## config.mk

```make
export PLATFORM = sky130hd
export DESIGN_NAME = cit_timing_decode
export DESIGN_NICKNAME = d
export VERILOG_FILES = /design/src/core/cit_pkg.sv /design/src/core/cit_target_if.sv /design/src/core/cit_target_calc.sv /design/src/core/cit_timing_decode.sv
export SDC_FILE = /design/constraint.sdc
export NUM_CORES = 1
export LEC_CHECK = 0
export ABC_AREA = 1
export BUFFER_PORTS_ARGS = -buffer_cell sky130_fd_sc_hd__clkbuf_2
export CAP_MARGIN = 20
export CORE_ASPECT_RATIO = 2
export CORE_MARGIN = 2
export CORE_UTILIZATION = 47
export CTS_CLUSTER_DIAMETER = 200
export DETAILED_ROUTE_END_ITERATION = 16
export GPL_TIMING_DRIVEN = 0
export PLACE_DENSITY = 0.78
export SLEW_MARGIN = 0
export SYNTH_ARGS = -nofsm -noshare
export SYNTH_HDL_FRONTEND = slang
export SYNTH_SLANG_ARGS = --single-unit
```

## constraint.sdc

```tcl
create_clock -name clk -period 5.2 [get_ports clk]
set_clock_uncertainty 0.15 [all_clocks]
set_input_delay 1.04 -clock clk [delete_from_list [all_inputs] [get_ports clk]]
set_output_delay 1.04 -clock clk [all_outputs]
set_load 0.03 [all_outputs]
```

## src/core/cit_pkg.sv

```systemverilog
// Constants and types of the timing decoder.
// Assumes every user refers to names as cit_pkg::name.
package cit_pkg;

  // ************************************************************
  // Byte lengths and clock counts
  // ************************************************************
  localparam logic [1:0] LEN_ONE   = 2'h1;
  localparam logic [1:0] LEN_TWO   = 2'h2;
  localparam logic [1:0] LEN_THREE = 2'h3;
  localparam logic [2:0] CLK_ONE   = 3'h1;
  localparam logic [2:0] CLK_TWO   = 3'h2;
  localparam logic [2:0] CLK_THREE = 3'h3;
  localparam logic [2:0] CLK_FOUR  = 3'h4;
  localparam logic [2:0] CLK_FIVE  = 3'h5;
  // A taken conditional branch costs this many clocks more.
  localparam logic [2:0] CLK_TAKEN_EXTRA = 3'h1;
  localparam logic [2:0] CLK_NONE        = 3'h0;

  // ************************************************************
  // Field positions and encodings
  // ************************************************************
  localparam int BANK_LO_POS = 3;
  localparam int BANK_HI_POS = 4;
  localparam int SPC_SEL_POS = 7;
  localparam logic [4:0] PAGED_JUMP_LOW = 5'h01;
  localparam logic [4:0] PAGED_CALL_LOW = 5'h11;
  localparam logic [2:0] IND_FORM       = 3'h3;
  localparam logic [6:0] NIBBLE_XCH_HI  = 7'h6B;
  localparam logic [7:0] OP_NOP         = 8'h00;
  localparam logic [7:0] OP_SPARE       = 8'hA5;
  localparam logic [7:0] OP_BIT_CLR_JMP = 8'h10;
  localparam logic [7:0] ACC_ZERO       = 8'h00;
  localparam logic [7:0] DEC_LAST       = 8'h01;

  // ************************************************************
  // Types
  // ************************************************************
  typedef enum logic [3:0] {
    CND_NONE, CND_ALWAYS, CND_CARRY, CND_NO_CARRY, CND_BIT,
    CND_NO_BIT, CND_ZERO, CND_NONZERO, CND_UNEQUAL, CND_DEC_NZ
  } cit_cond_t;
  typedef enum logic [1:0] {TGT_NONE, TGT_REL, TGT_PAGED, TGT_ABS} cit_tgt_t;
  typedef enum logic [1:0] {ST_IDLE = 2'h1, ST_EXEC = 2'h2} cit_state_t;
  typedef struct packed {
    logic       known;
    logic [1:0] len;
    logic [2:0] clk;
    cit_cond_t  cond;
    cit_tgt_t   tgt;
  } cit_dec_t;

endpackage

```

## src/core/cit_target_if.sv

```systemverilog
// Interface between the decoder and its branch target calculator.
// Assumes the decoder drives the operands and reads back the target.
`timescale 1ns/10ps
`default_nettype none
interface cit_target_if;
  logic             [15:0] nextPc;
  logic             [7:0]  relOffset;
  logic             [10:0] pagedTarget;
  logic             [15:0] absoluteTarget;
  cit_pkg::cit_tgt_t       kind;
  logic             [15:0] target;

  // Calculator end and decoder end.
  modport calc (input nextPc, relOffset, pagedTarget, absoluteTarget, kind,
                output target);
  modport user (output nextPc, relOffset, pagedTarget, absoluteTarget, kind,
                input target);
endinterface
`default_nettype wire

```

## src/core/cit_target_calc.sv

```systemverilog
// Branch target calculator for relative, paged and absolute operands.
// Assumes nextPc is the address of the first byte of the next instruction.
`timescale 1ns/10ps
`default_nettype none
module cit_target_calc (
  // Operands in, target out.
  cit_target_if.calc tgt
);

  // ************************************************************
  // Target selection
  // ************************************************************
  // Forms the target; with no kind, the next address.
  always_comb begin
    case (tgt.kind)
      cit_pkg::TGT_REL: begin
        tgt.target = 16'(tgt.nextPc + {{8{tgt.relOffset[7]}}, tgt.relOffset});
      end
      cit_pkg::TGT_PAGED: begin
        tgt.target = {tgt.nextPc[15:11], tgt.pagedTarget};
      end
      cit_pkg::TGT_ABS: begin
        tgt.target = tgt.absoluteTarget;
      end
      default: begin
        tgt.target = tgt.nextPc;
      end
    endcase
  end

endmodule
`default_nettype wire

```

## src/core/cit_timing_decode.sv

```systemverilog
// Instruction length and clock-count decoder for the accumulator core.
// Assumes opcode, operand bytes, opcode address and the condition inputs
// are valid and stable in any cycle in which opValid is high.
//
// How it works
// - OR and XOR into A: register 1/1, direct 2/2, indirect 1/2, immediate 2/2.
// - Logic op into direct byte: with A 2/2, with immediate 3/3.
// - Clear, complement, rotates and nibble swap of A: one byte, one clock.
// - Register moves 1/1, direct or immediate moves 2/2, A to indirect 1/2.
// - Direct-to-direct, direct-immediate moves and data pointer load: 3 bytes, 3 clocks.
// - Code byte reads relative to data pointer or program counter: 1 byte, 3 clocks.
// - External data moves with 8-bit or 16-bit address: 1 byte, 3 clocks.
// - Push and pop of a direct byte: 2 bytes, 2 clocks.
// - Exchanges: register 1/1, direct 2/2, indirect 1/2; nibble exchange swaps bits 3:0.
// - Carry ops 1/1; direct bit ops and bit/carry moves 2/2.
// - Carry, zero and register-decrement jumps: 2 bytes, 2 or 3 clocks.
// - Bit, compare, direct-decrement jumps: 3 bytes, 3 or 4; opcode 0x10 clears its bit on jump.
// - Compare immediate with indirect RAM and jump: 3 bytes, 4 or 5 clocks.
// - Paged call/jump and short jump 2/3, indirect jump 1/3, returns 1/5.
// - Long call and long jump: 16-bit target, 3 bytes, 4 clocks.
// - Relative offset is signed 8-bit, added to next instruction address.
// - Paged target: 11 bits inside the next instruction's 2 kB page.
// - Direct operand below 0x80 is data RAM, otherwise special register space.
// - Bank register picks one of eight; indirect uses register 0 or 1.
// - Spare opcode 0xA5 acts as no-operation: one byte, one clock.
// - Conditional branches take one clock fewer when not taken.
// - Active bank is chosen by status word bits 4 and 3.
`timescale 1ns/10ps
`default_nettype none
module cit_timing_decode (
  // Clock and reset.
  input  wire  logic        clk,
  input  wire  logic        sys_rst,
  // Fetched instruction.
  input  wire  logic        opValid,
  output logic              opReady,
  input  wire  logic [7:0]  opcode,
  input  wire  logic [7:0]  operandA,
  input  wire  logic [7:0]  operandB,
  input  wire  logic [15:0] instrAddr,
  // Status word and branch condition sources.
  input  wire  logic [7:0]  programStatusWord,
  input  wire  logic        carryFlag,
  input  wire  logic [7:0]  accValue,
  input  wire  logic        testBit,
  input  wire  logic [7:0]  cmpLeft,
  input  wire  logic [7:0]  cmpRight,
  input  wire  logic [7:0]  decSource,
  // Timing results.
  output logic              busy,
  output logic              instrDone,
  output logic              known,
  output logic [1:0]        instLength,
  output logic [2:0]        clockCount,
  output logic              branchTaken,
  output logic [15:0]       branchTarget,
  // Operand decode results.
  output logic [7:0]        directAddr,
  output logic              directUpper,
  output logic [7:0]        bankRegAddr,
  output logic [7:0]        indirectPtrAddr,
  output logic              nibbleOnly,
  output logic              clearTestedBit,
  output logic              isNop
);

  // ************************************************************
  // Table figures
  // ************************************************************
  // Local short names.
  localparam logic [1:0] L1 = cit_pkg::LEN_ONE;
  localparam logic [1:0] L2 = cit_pkg::LEN_TWO;
  localparam logic [1:0] L3 = cit_pkg::LEN_THREE;
  localparam logic [2:0] K1 = cit_pkg::CLK_ONE;
  localparam logic [2:0] K2 = cit_pkg::CLK_TWO;
  localparam logic [2:0] K3 = cit_pkg::CLK_THREE;
  localparam logic [2:0] K4 = cit_pkg::CLK_FOUR;
  localparam logic [2:0] K5 = cit_pkg::CLK_FIVE;

  // ************************************************************
  // Functions
  // ************************************************************
  // Entry for a non-branching opcode.
  function automatic cit_pkg::cit_dec_t mk(input logic [1:0] l,
                                           input logic [2:0] k);
    cit_pkg::cit_dec_t d;
    d.known = 1'b1;
    d.len   = l;
    d.clk   = k;
    d.cond  = cit_pkg::CND_NONE;
    d.tgt   = cit_pkg::TGT_NONE;
    return d;
  endfunction

  // Entry for a branching opcode.
  function automatic cit_pkg::cit_dec_t mkb(input logic [1:0] l,
                                            input logic [2:0] k,
                                            input cit_pkg::cit_cond_t c,
                                            input cit_pkg::cit_tgt_t t);
    cit_pkg::cit_dec_t d;
    d      = mk(l, k);
    d.cond = c;
    d.tgt  = t;
    return d;
  endfunction

  // True for a conditional branch.
  function automatic logic isCond(input cit_pkg::cit_cond_t c);
    return (c != cit_pkg::CND_NONE) && (c != cit_pkg::CND_ALWAYS);
  endfunction

  // Decodes length, not-taken clock count, condition and target kind.
  // Arithmetic opcodes are outside this block and come back unknown.
  function automatic cit_pkg::cit_dec_t decodeOp(input logic [7:0] op);
    cit_pkg::cit_dec_t d;
    d       = mk(L1, K1);
    d.known = 1'b0;
    if (op[4:0] == cit_pkg::PAGED_JUMP_LOW) begin
      d = mkb(L2, K3, cit_pkg::CND_ALWAYS, cit_pkg::TGT_PAGED);
    end else if (op[4:0] == cit_pkg::PAGED_CALL_LOW) begin
      d = mkb(L2, K3, cit_pkg::CND_ALWAYS, cit_pkg::TGT_PAGED);
    end else if (op[3]) begin
      // Bank register column.
      case (op[7:4])
        4'h4, 4'h5, 4'h6: d = mk(L1, K1);
        4'hE, 4'hF: d = mk(L1, K1);
        4'hC: d = mk(L1, K1);
        4'h7, 4'h8, 4'hA: d = mk(L2, K2);
        4'hB: d = mkb(L3, K3, cit_pkg::CND_UNEQUAL, cit_pkg::TGT_REL);
        4'hD: d = mkb(L2, K2, cit_pkg::CND_DEC_NZ, cit_pkg::TGT_REL);
        default: d.known = 1'b0;
      endcase
    end else if (op[3:1] == cit_pkg::IND_FORM) begin
      // Indirect register column.
      case (op[7:4])
        4'h4, 4'h5, 4'h6: d = mk(L1, K2);
        4'hC, 4'hD: d = mk(L1, K2);
        4'hE, 4'hF: d = mk(L1, K2);
        4'h7, 4'h8, 4'hA: d = mk(L2, K2);
        4'hB: d = mkb(L3, K4, cit_pkg::CND_UNEQUAL, cit_pkg::TGT_REL);
        default: d.known = 1'b0;
      endcase
    end else begin
      case (op)
        cit_pkg::OP_NOP, cit_pkg::OP_SPARE: d = mk(L1, K1);
        8'h03, 8'h13, 8'h23, 8'h33, 8'hC4, 8'hE4, 8'hF4: d = mk(L1, K1);
        8'hB3, 8'hC3, 8'hD3: d = mk(L1, K1);
        8'h72, 8'h82, 8'h92, 8'hA0, 8'hA2: d = mk(L2, K2);
        8'hB0, 8'hB2, 8'hC2, 8'hD2: d = mk(L2, K2);
        8'h42, 8'h52, 8'h62: d = mk(L2, K2);
        8'h43, 8'h53, 8'h63: d = mk(L3, K3);
        8'h44, 8'h54, 8'h64, 8'h45, 8'h55, 8'h65: d = mk(L2, K2);
        8'h74, 8'hE5, 8'hF5: d = mk(L2, K2);
        8'h75, 8'h85, 8'h90: d = mk(L3, K3);
        8'h83, 8'h93: d = mk(L1, K3);
        8'hE0, 8'hE2, 8'hE3, 8'hF0, 8'hF2, 8'hF3: d = mk(L1, K3);
        8'hC0, 8'hD0: d = mk(L2, K2);
        8'hC5: d = mk(L2, K2);
        8'h40: d = mkb(L2, K2, cit_pkg::CND_CARRY, cit_pkg::TGT_REL);
        8'h50: d = mkb(L2, K2, cit_pkg::CND_NO_CARRY, cit_pkg::TGT_REL);
        8'h60: d = mkb(L2, K2, cit_pkg::CND_ZERO, cit_pkg::TGT_REL);
        8'h70: d = mkb(L2, K2, cit_pkg::CND_NONZERO, cit_pkg::TGT_REL);
        8'h10, 8'h20: d = mkb(L3, K3, cit_pkg::CND_BIT, cit_pkg::TGT_REL);
        8'h30: d = mkb(L3, K3, cit_pkg::CND_NO_BIT, cit_pkg::TGT_REL);
        8'hB4, 8'hB5: d = mkb(L3, K3, cit_pkg::CND_UNEQUAL, cit_pkg::TGT_REL);
        8'hD5: d = mkb(L3, K3, cit_pkg::CND_DEC_NZ, cit_pkg::TGT_REL);
        8'h80: d = mkb(L2, K3, cit_pkg::CND_ALWAYS, cit_pkg::TGT_REL);
        8'h73: d = mkb(L1, K3, cit_pkg::CND_ALWAYS, cit_pkg::TGT_NONE);
        8'h22, 8'h32: d = mkb(L1, K5, cit_pkg::CND_ALWAYS, cit_pkg::TGT_NONE);
        8'h02, 8'h12: d = mkb(L3, K4, cit_pkg::CND_ALWAYS, cit_pkg::TGT_ABS);
        default: d.known = 1'b0;
      endcase
    end
    return d;
  endfunction

  // Evaluates a branch condition.
  function automatic logic condMet(input cit_pkg::cit_cond_t c);
    logic m;
    m = 1'b0;
    case (c)
      cit_pkg::CND_ALWAYS:   m = 1'b1;
      cit_pkg::CND_CARRY:    m = carryFlag;
      cit_pkg::CND_NO_CARRY: m = !carryFlag;
      cit_pkg::CND_BIT:      m = testBit;
      cit_pkg::CND_NO_BIT:   m = !testBit;
      cit_pkg::CND_ZERO:     m = (accValue == cit_pkg::ACC_ZERO);
      cit_pkg::CND_NONZERO:  m = (accValue != cit_pkg::ACC_ZERO);
      cit_pkg::CND_UNEQUAL:  m = (cmpLeft != cmpRight);
      cit_pkg::CND_DEC_NZ:   m = (decSource != cit_pkg::DEC_LAST);
      default:               m = 1'b0;
    endcase
    return m;
  endfunction

  // ************************************************************
  // Decode of the offered opcode
  // ************************************************************
  cit_pkg::cit_dec_t   dec;
  logic                taken;
  logic                accept;
  logic [1:0]          bank;
  logic [15:0]         nextPc;
  cit_target_if        tgtBus ();

  // Table lookup and condition check.
  always_comb begin
    dec   = decodeOp(opcode);
    taken = condMet(dec.cond);
  end

  // Bank and next-instruction address.
  assign bank   = {programStatusWord[cit_pkg::BANK_HI_POS],
                   programStatusWord[cit_pkg::BANK_LO_POS]};
  assign nextPc = 16'(instrAddr + 16'(dec.len));

  // Operands for the target calculator; a 3-byte branch keeps its offset last.
  assign tgtBus.nextPc         = nextPc;
  assign tgtBus.relOffset      = (dec.len == L3) ? operandB : operandA;
  assign tgtBus.pagedTarget    = {opcode[7:5], operandA};
  assign tgtBus.absoluteTarget = {operandA, operandB};
  assign tgtBus.kind           = taken ? dec.tgt : cit_pkg::TGT_NONE;

  cit_target_calc u_target (
    .tgt (tgtBus)
  );

  // ************************************************************
  // Clock counter and result registers
  // ************************************************************
  cit_pkg::cit_state_t state_q;
  cit_pkg::cit_state_t state_d;
  logic [2:0]          cnt_q;
  logic [2:0]          cnt_d;
  logic                known_q;
  logic                known_d;
  logic [1:0]          len_q;
  logic [1:0]          len_d;
  logic [2:0]          clk_q;
  logic [2:0]          clk_d;
  logic                taken_q;
  logic                taken_d;
  logic [15:0]         target_q;
  logic [15:0]         target_d;
  logic [7:0]          direct_q;
  logic [7:0]          direct_d;
  logic                spc_q;
  logic                spc_d;
  logic [7:0]          bankReg_q;
  logic [7:0]          bankReg_d;
  logic [7:0]          indPtr_q;
  logic [7:0]          indPtr_d;
  logic                nibble_q;
  logic                nibble_d;
  logic                clrBit_q;
  logic                clrBit_d;
  logic                nop_q;
  logic                nop_d;

  // Handshake: a new opcode is taken when idle or in the last clock.
  assign instrDone = (state_q == cit_pkg::ST_EXEC) && (cnt_q == clk_q);
  assign opReady   = (state_q == cit_pkg::ST_IDLE) || instrDone;
  assign accept    = opValid && opReady;
  assign busy      = (state_q == cit_pkg::ST_EXEC);

  // Next values: count clocks, latch a new opcode.
  always_comb begin
    state_d   = state_q;
    cnt_d     = cnt_q;
    known_d   = known_q;
    len_d     = len_q;
    clk_d     = clk_q;
    taken_d   = taken_q;
    target_d  = target_q;
    direct_d  = direct_q;
    spc_d     = spc_q;
    bankReg_d = bankReg_q;
    indPtr_d  = indPtr_q;
    nibble_d  = nibble_q;
    clrBit_d  = clrBit_q;
    nop_d     = nop_q;
    case (state_q)
      cit_pkg::ST_IDLE: begin
        state_d = cit_pkg::ST_IDLE;
      end
      cit_pkg::ST_EXEC: begin
        if (instrDone) begin
          state_d = cit_pkg::ST_IDLE;
        end else begin
          cnt_d = 3'(cnt_q + K1);
        end
      end
      default: begin
        state_d = cit_pkg::ST_IDLE;
      end
    endcase
    if (accept) begin
      state_d   = cit_pkg::ST_EXEC;
      cnt_d     = K1;
      known_d   = dec.known;
      len_d     = dec.len;
      clk_d     = 3'(dec.clk + ((isCond(dec.cond) && taken) ?
                   cit_pkg::CLK_TAKEN_EXTRA : cit_pkg::CLK_NONE));
      taken_d   = taken;
      target_d  = tgtBus.target;
      direct_d  = operandA;
      spc_d     = operandA[cit_pkg::SPC_SEL_POS];
      bankReg_d = {3'h0, bank, opcode[2:0]};
      indPtr_d  = {3'h0, bank, 2'h0, opcode[0]};
      nibble_d  = (opcode[7:1] == cit_pkg::NIBBLE_XCH_HI);
      clrBit_d  = (opcode == cit_pkg::OP_BIT_CLR_JMP) && taken;
      nop_d     = (opcode == cit_pkg::OP_NOP) || (opcode == cit_pkg::OP_SPARE);
    end
  end

  // Registers with synchronous reset.
  always_ff @(posedge clk) begin
    if (sys_rst) begin
      state_q   <= cit_pkg::ST_IDLE;
      cnt_q     <= '0;
      known_q   <= 1'b0;
      len_q     <= '0;
      clk_q     <= '0;
      taken_q   <= 1'b0;
      target_q  <= '0;
      direct_q  <= '0;
      spc_q     <= 1'b0;
      bankReg_q <= '0;
      indPtr_q  <= '0;
      nibble_q  <= 1'b0;
      clrBit_q  <= 1'b0;
      nop_q     <= 1'b0;
    end else begin
      state_q   <= state_d;
      cnt_q     <= cnt_d;
      known_q   <= known_d;
      len_q     <= len_d;
      clk_q     <= clk_d;
      taken_q   <= taken_d;
      target_q  <= target_d;
      direct_q  <= direct_d;
      spc_q     <= spc_d;
      bankReg_q <= bankReg_d;
      indPtr_q  <= indPtr_d;
      nibble_q  <= nibble_d;
      clrBit_q  <= clrBit_d;
      nop_q     <= nop_d;
    end
  end

  // ************************************************************
  // Outputs
  // ************************************************************
  // Results stay on the flops until reset or the next accepted opcode.
  assign known           = known_q;
  assign instLength      = len_q;
  assign clockCount      = clk_q;
  assign branchTaken     = taken_q;
  assign branchTarget    = target_q;
  assign directAddr      = direct_q;
  assign directUpper     = spc_q;
  assign bankRegAddr     = bankReg_q;
  assign indirectPtrAddr = indPtr_q;
  assign nibbleOnly      = nibble_q;
  assign clearTestedBit  = clrBit_q;
  assign isNop           = nop_q;

endmodule
`default_nettype wire

```

==> results by stage <==
Layout:
- The top cell types in the final layout, fill and taps aside, are sky130_fd_sc_hd__nand2_1, sky130_fd_sc_hd__clkbuf_2, sky130_fd_sc_hd__inv_1.
- The layout cell share with drive strength beyond 1 is 34.24%.
- The layout has 857 filler cells.
- The area growth from synthesis to layout is 37.29%.
- The total area of multi-input combinational cells is 3353 µm².
- Summing all non-filler instances in the final layout gives an area of 5813 µm².
- The number of non-filler instances in the completed layout is 946.
- At the end of the flow, the number of nets in the layout was 951.
- Across the whole layout, storage elements account for 880.8 µm².
- The most common library cell in the layout ignoring fill and taps is sky130_fd_sc_hd__nand2_1.
- The end-of-flow core utilization is 65.39%.
- The antenna diode count is 0.

Placement:
- The placed instances occupy a cell area of 5009 µm².
- The cell count after placement is 918.
- The routability congestion estimate is 1.026.
- The worst setup timing slack at the placement stage is -1.120 ns.
- The detailed placer's ending HPWL is 13,280 µm.
- Input and output buffers added on the ports amount to 124.

Timing:
- On the final layout, the worst hold slack is 0.3037 ns.
- Once routing completed, OpenROAD measured the worst setup slack at 0.1471 ns.
- The final-report max-slew violation count was 0.
- The final hold violation count is 0.
- Setup repair after global routing could not meet its margin everywhere.
- Setup violations remaining at the end of the flow were counted as 0.
- The worst relative slew slack is 39.80%.
- In the final timing run, aggregate negative setup slack is 0 ns.
- The fmax is 197.9 MHz.
- The pin slew with the least headroom to its limit is 0.9030 ns.
- The worst path uses 97.17% of the clock period.
- The post-layout minimum cycle time is 5.053 ns.

Clocking:
- The master cell of the clock root buffer is sky130_fd_sc_hd__clkbuf_16.
- Hold repair after CTS inserted 0 buffers.
- CTS saw 44 sinks.
- The H-tree was split into 2 levels.
- The TritonCTS clock tree is yes.
- The CTS clock-pin slew for the worst setup and hold paths is 0.06 ns.
- The number of CTS-inserted buffers is 5.
- No sink is reached through more buffers than the 2 on the longest clock path.
- The insertion delay to the later sink of the worst-skew pair is 0.29 ns.

Detailed routing:
- Wires add up to 16,550 µm.
- The average detailed-routed wire length per instance is 17.50 µm.
- The pre-antenna-repair detailed-routing pass consisted of 5 iterations.
- For this run, design rule violations remaining after detail routing come to 0.
- Across all layers, the routed design uses 5,275 vias.
- The remaining antenna violation count is 0.
- For this block, the initial DRC count from the detailed router was 294.
- The number of vias per cell after detailed routing is 5.576.

Floorplanning:
- The floorplan die area is 9830 µm².
- The top-level I/O count is 139.
- The floorplan step set the die width to 71.12 µm.
- The height of the chip is 138.2 µm.
- The initial utilization of the core area, before any placement, comes to 47.63%.
- In this run the core area contains 49 standard-cell rows.
- The core area is 8890 µm².

Power and ir drop:
- For this design the ratio of total power to cell area is 231.4 nW/µm².
- For this design the static power due to leakage is 2.909 nW.
- Summing internal, switching and leakage power gives 1.345 mW.
- VDD sags by at most 0.0001235 V.

Synthesis:
- The area of the mapped netlist is 4234 µm².
- In the synthesized netlist the dominant register cell turns out to be sky130_fd_sc_hd__dfxtp_1.
- Counting every instance in the synthesized netlist gives 685.
- The async set or reset register ratio after synthesis is 0%.
- The sequential-to-total area share from yosys stat is 20.80%.
- The number of unique standard cell types used by synthesis is 52.
- The number of flops mapped to enable cells by yosys is 0.
- In this run, synthesis produced a sequential element count of 44.
- The synthesized area divided by synthesized cell count is 6.181 µm².
- Yosys printed 0 warnings.

Worst setup path:
- The buffers plus inverters on the worst setup path is 4.
- The endpoint class of the critical path is a register.
- The largest single stage delay on the critical path is 0.26 ns.
- The data arrival time of the critical path is 5.09 ns.
- The kind of critical path is in2reg.
- The element type at the critical path start is an input port.
- The worst-path maximum fanout is 5.
- The library cell contributing the largest single delay on the critical path is sky130_fd_sc_hd__xnor2_2.
- Grouping stages by cell kind, the critical path spends the most delay in simple AND/OR/NAND/NOR gates.
- For the worst setup path, the data required time is 5.24 ns.

Global routing:
- The via count of the first global-routing pass is 5,166.
- Entering global routing, the biggest net connects 14 pins.
- Summed over all layers, the global routing overflow is 0.
- The number of antenna violations at the first check in global routing came to 0.
- The first global-routing pass estimated 25,010 µm of wire.
- The global-route usage over all layers is 32.64%.

Outcome:
- The run finished with clean final reports.

Flow run:
- The max-cap check violation count is 0.

Hold path:
- The class of the tightest hold or removal check is reg2reg.
-- logic make-up after synthesis --
kind of cell    share of synthesized area [%]
compound gates                          18.97
xor+xnor                                6.413
fa+ha+maj                               6.856
buf+inv                                 11.61
flops                                   20.80
other cells                           0.08857
simple gates                            35.25
-- per-layer routing --
| layer | GRT usage, % | wire length (µm) |
|---|---|---|
| met1 | 28.63 | 5403 |
| met2 | 65.08 | 9195 |
| met3 | 1.968 | 586 |
| met4 | 23.83 | 1367 |
| met5 | 0 | 0 |
-- worst paths after layout --
| kind | end | slack, ns | startpoint | depth (start not counted) |
|---|---|---|---|---|
| setup / recovery | branchTarget[15]$_SDFFE_PP0P_ | 0.15 | opcode[5] | 32 |
| hold / removal | branchTarget[9]$_SDFFE_PP0P_ | 0.30 | branchTarget[9]$_SDFFE_PP0P_ | 2 |
| setup reg to reg | branchTarget[0]$_SDFFE_PP0P_ | 2.37 | clockCount[2]$_SDFFE_PP0P_ | 9 |
| hold reg to reg | branchTarget[9]$_SDFFE_PP0P_ | 0.30 | branchTarget[9]$_SDFFE_PP0P_ | 2 |
-- tightest hold or removal path, cell delays in order (launching register included) --
cell and delay [ns]:
sky130_fd_sc_hd__dfxtp_1 0.31, sky130_fd_sc_hd__nand2_1 0.06, sky130_fd_sc_hd__nand2_1 0.05
-- state kept, by name, indices dropped and copies added, names as in the netlist --
| register | flops |
|---|---|
| branchTarget | 16 |
| clockCount | 3 |
| known | 1 |
| nibbleOnly | 1 |
| directAddr | 8 |
| indirectPtrAddr | 3 |
| clearTestedBit | 1 |
| state_q | 2 |
| bankRegAddr | 2 |
| branchTaken | 1 |
| isNop | 1 |
| instLength | 2 |
| cnt_q | 3 |
-- synthesized netlist by cell type (2+ instances only) --
master                      number  area share (%)
sky130_fd_sc_hd__clkbuf_1        9            0.80
sky130_fd_sc_hd__o211ai_1        5            0.89
sky130_fd_sc_hd__inv_1          76             6.7
sky130_fd_sc_hd__o21ai_1        20             2.4
sky130_fd_sc_hd__a211oi_1        2            0.35
sky130_fd_sc_hd__buf_4          13             2.3
sky130_fd_sc_hd__xnor2_1        15             3.1
sky130_fd_sc_hd__a22oi_1         4            0.71
sky130_fd_sc_hd__o21ai_0        45             5.3
sky130_fd_sc_hd__a21oi_1        27             3.2
sky130_fd_sc_hd__nor2_2          9             1.3
sky130_fd_sc_hd__a21o_1          2            0.35
sky130_fd_sc_hd__nand3_2         2            0.47
sky130_fd_sc_hd__nand3b_1        3            0.53
sky130_fd_sc_hd__clkinv_1        3            0.27
sky130_fd_sc_hd__ha_1           20             5.9
sky130_fd_sc_hd__a22o_1          8             1.7
sky130_fd_sc_hd__nand2_4         2            0.53
sky130_fd_sc_hd__nand4_1        12             1.8
sky130_fd_sc_hd__nor3_1          8            0.95
sky130_fd_sc_hd__nor4_1          3            0.44
sky130_fd_sc_hd__o22ai_1         3            0.44
sky130_fd_sc_hd__dfxtp_1        44              21
sky130_fd_sc_hd__o21bai_1        2            0.35
sky130_fd_sc_hd__fa_1            2            0.95
sky130_fd_sc_hd__o31ai_1         2            0.35
sky130_fd_sc_hd__nor2_1         71             6.3
sky130_fd_sc_hd__nand2_2        12             1.8
sky130_fd_sc_hd__inv_2          13             1.2
sky130_fd_sc_hd__xor2_1         16             3.3
sky130_fd_sc_hd__o2111ai_1       2            0.41
sky130_fd_sc_hd__nand2_1       161              14
sky130_fd_sc_hd__a31oi_1         2            0.30
sky130_fd_sc_hd__or2_1           2            0.30
sky130_fd_sc_hd__buf_2           3            0.35
sky130_fd_sc_hd__nand3_1        46             5.4
-- what timing repair did --
| item | in CTS | in global routing |
|---|---|---|
| endpoints found under the setup margin | 8 | 10 |
| pin swaps | 13 | 25 |
| gates resized for setup | 52 | 79 |
| setup buffers | 9 | 12 |
-- area by class of cell --
class / instances / share of cell area, %
multi-input combinational: 531 / 57.68
sequential: 44 / 15.15
timing repair buffer: 145 / 13.86
inverter: 92 / 6.199
buffer: 25 / 2.540
tap: 102 / 2.195
clock buffer: 5 / 2.152
clock inverter: 2 / 0.2152
-- report_power, final --
part / total, mW / leakage, nW / internal, mW / switching (mW)
combinational: 0.655 / 2.48 / 0.237 / 0.418
sequential: 0.383 / 0.361 / 0.365 / 0.0183
clock: 0.307 / 0.0657 / 0.174 / 0.133
total: 1.35 / 2.91 / 0.776 / 0.569
(Power assumes the default switching activity.)
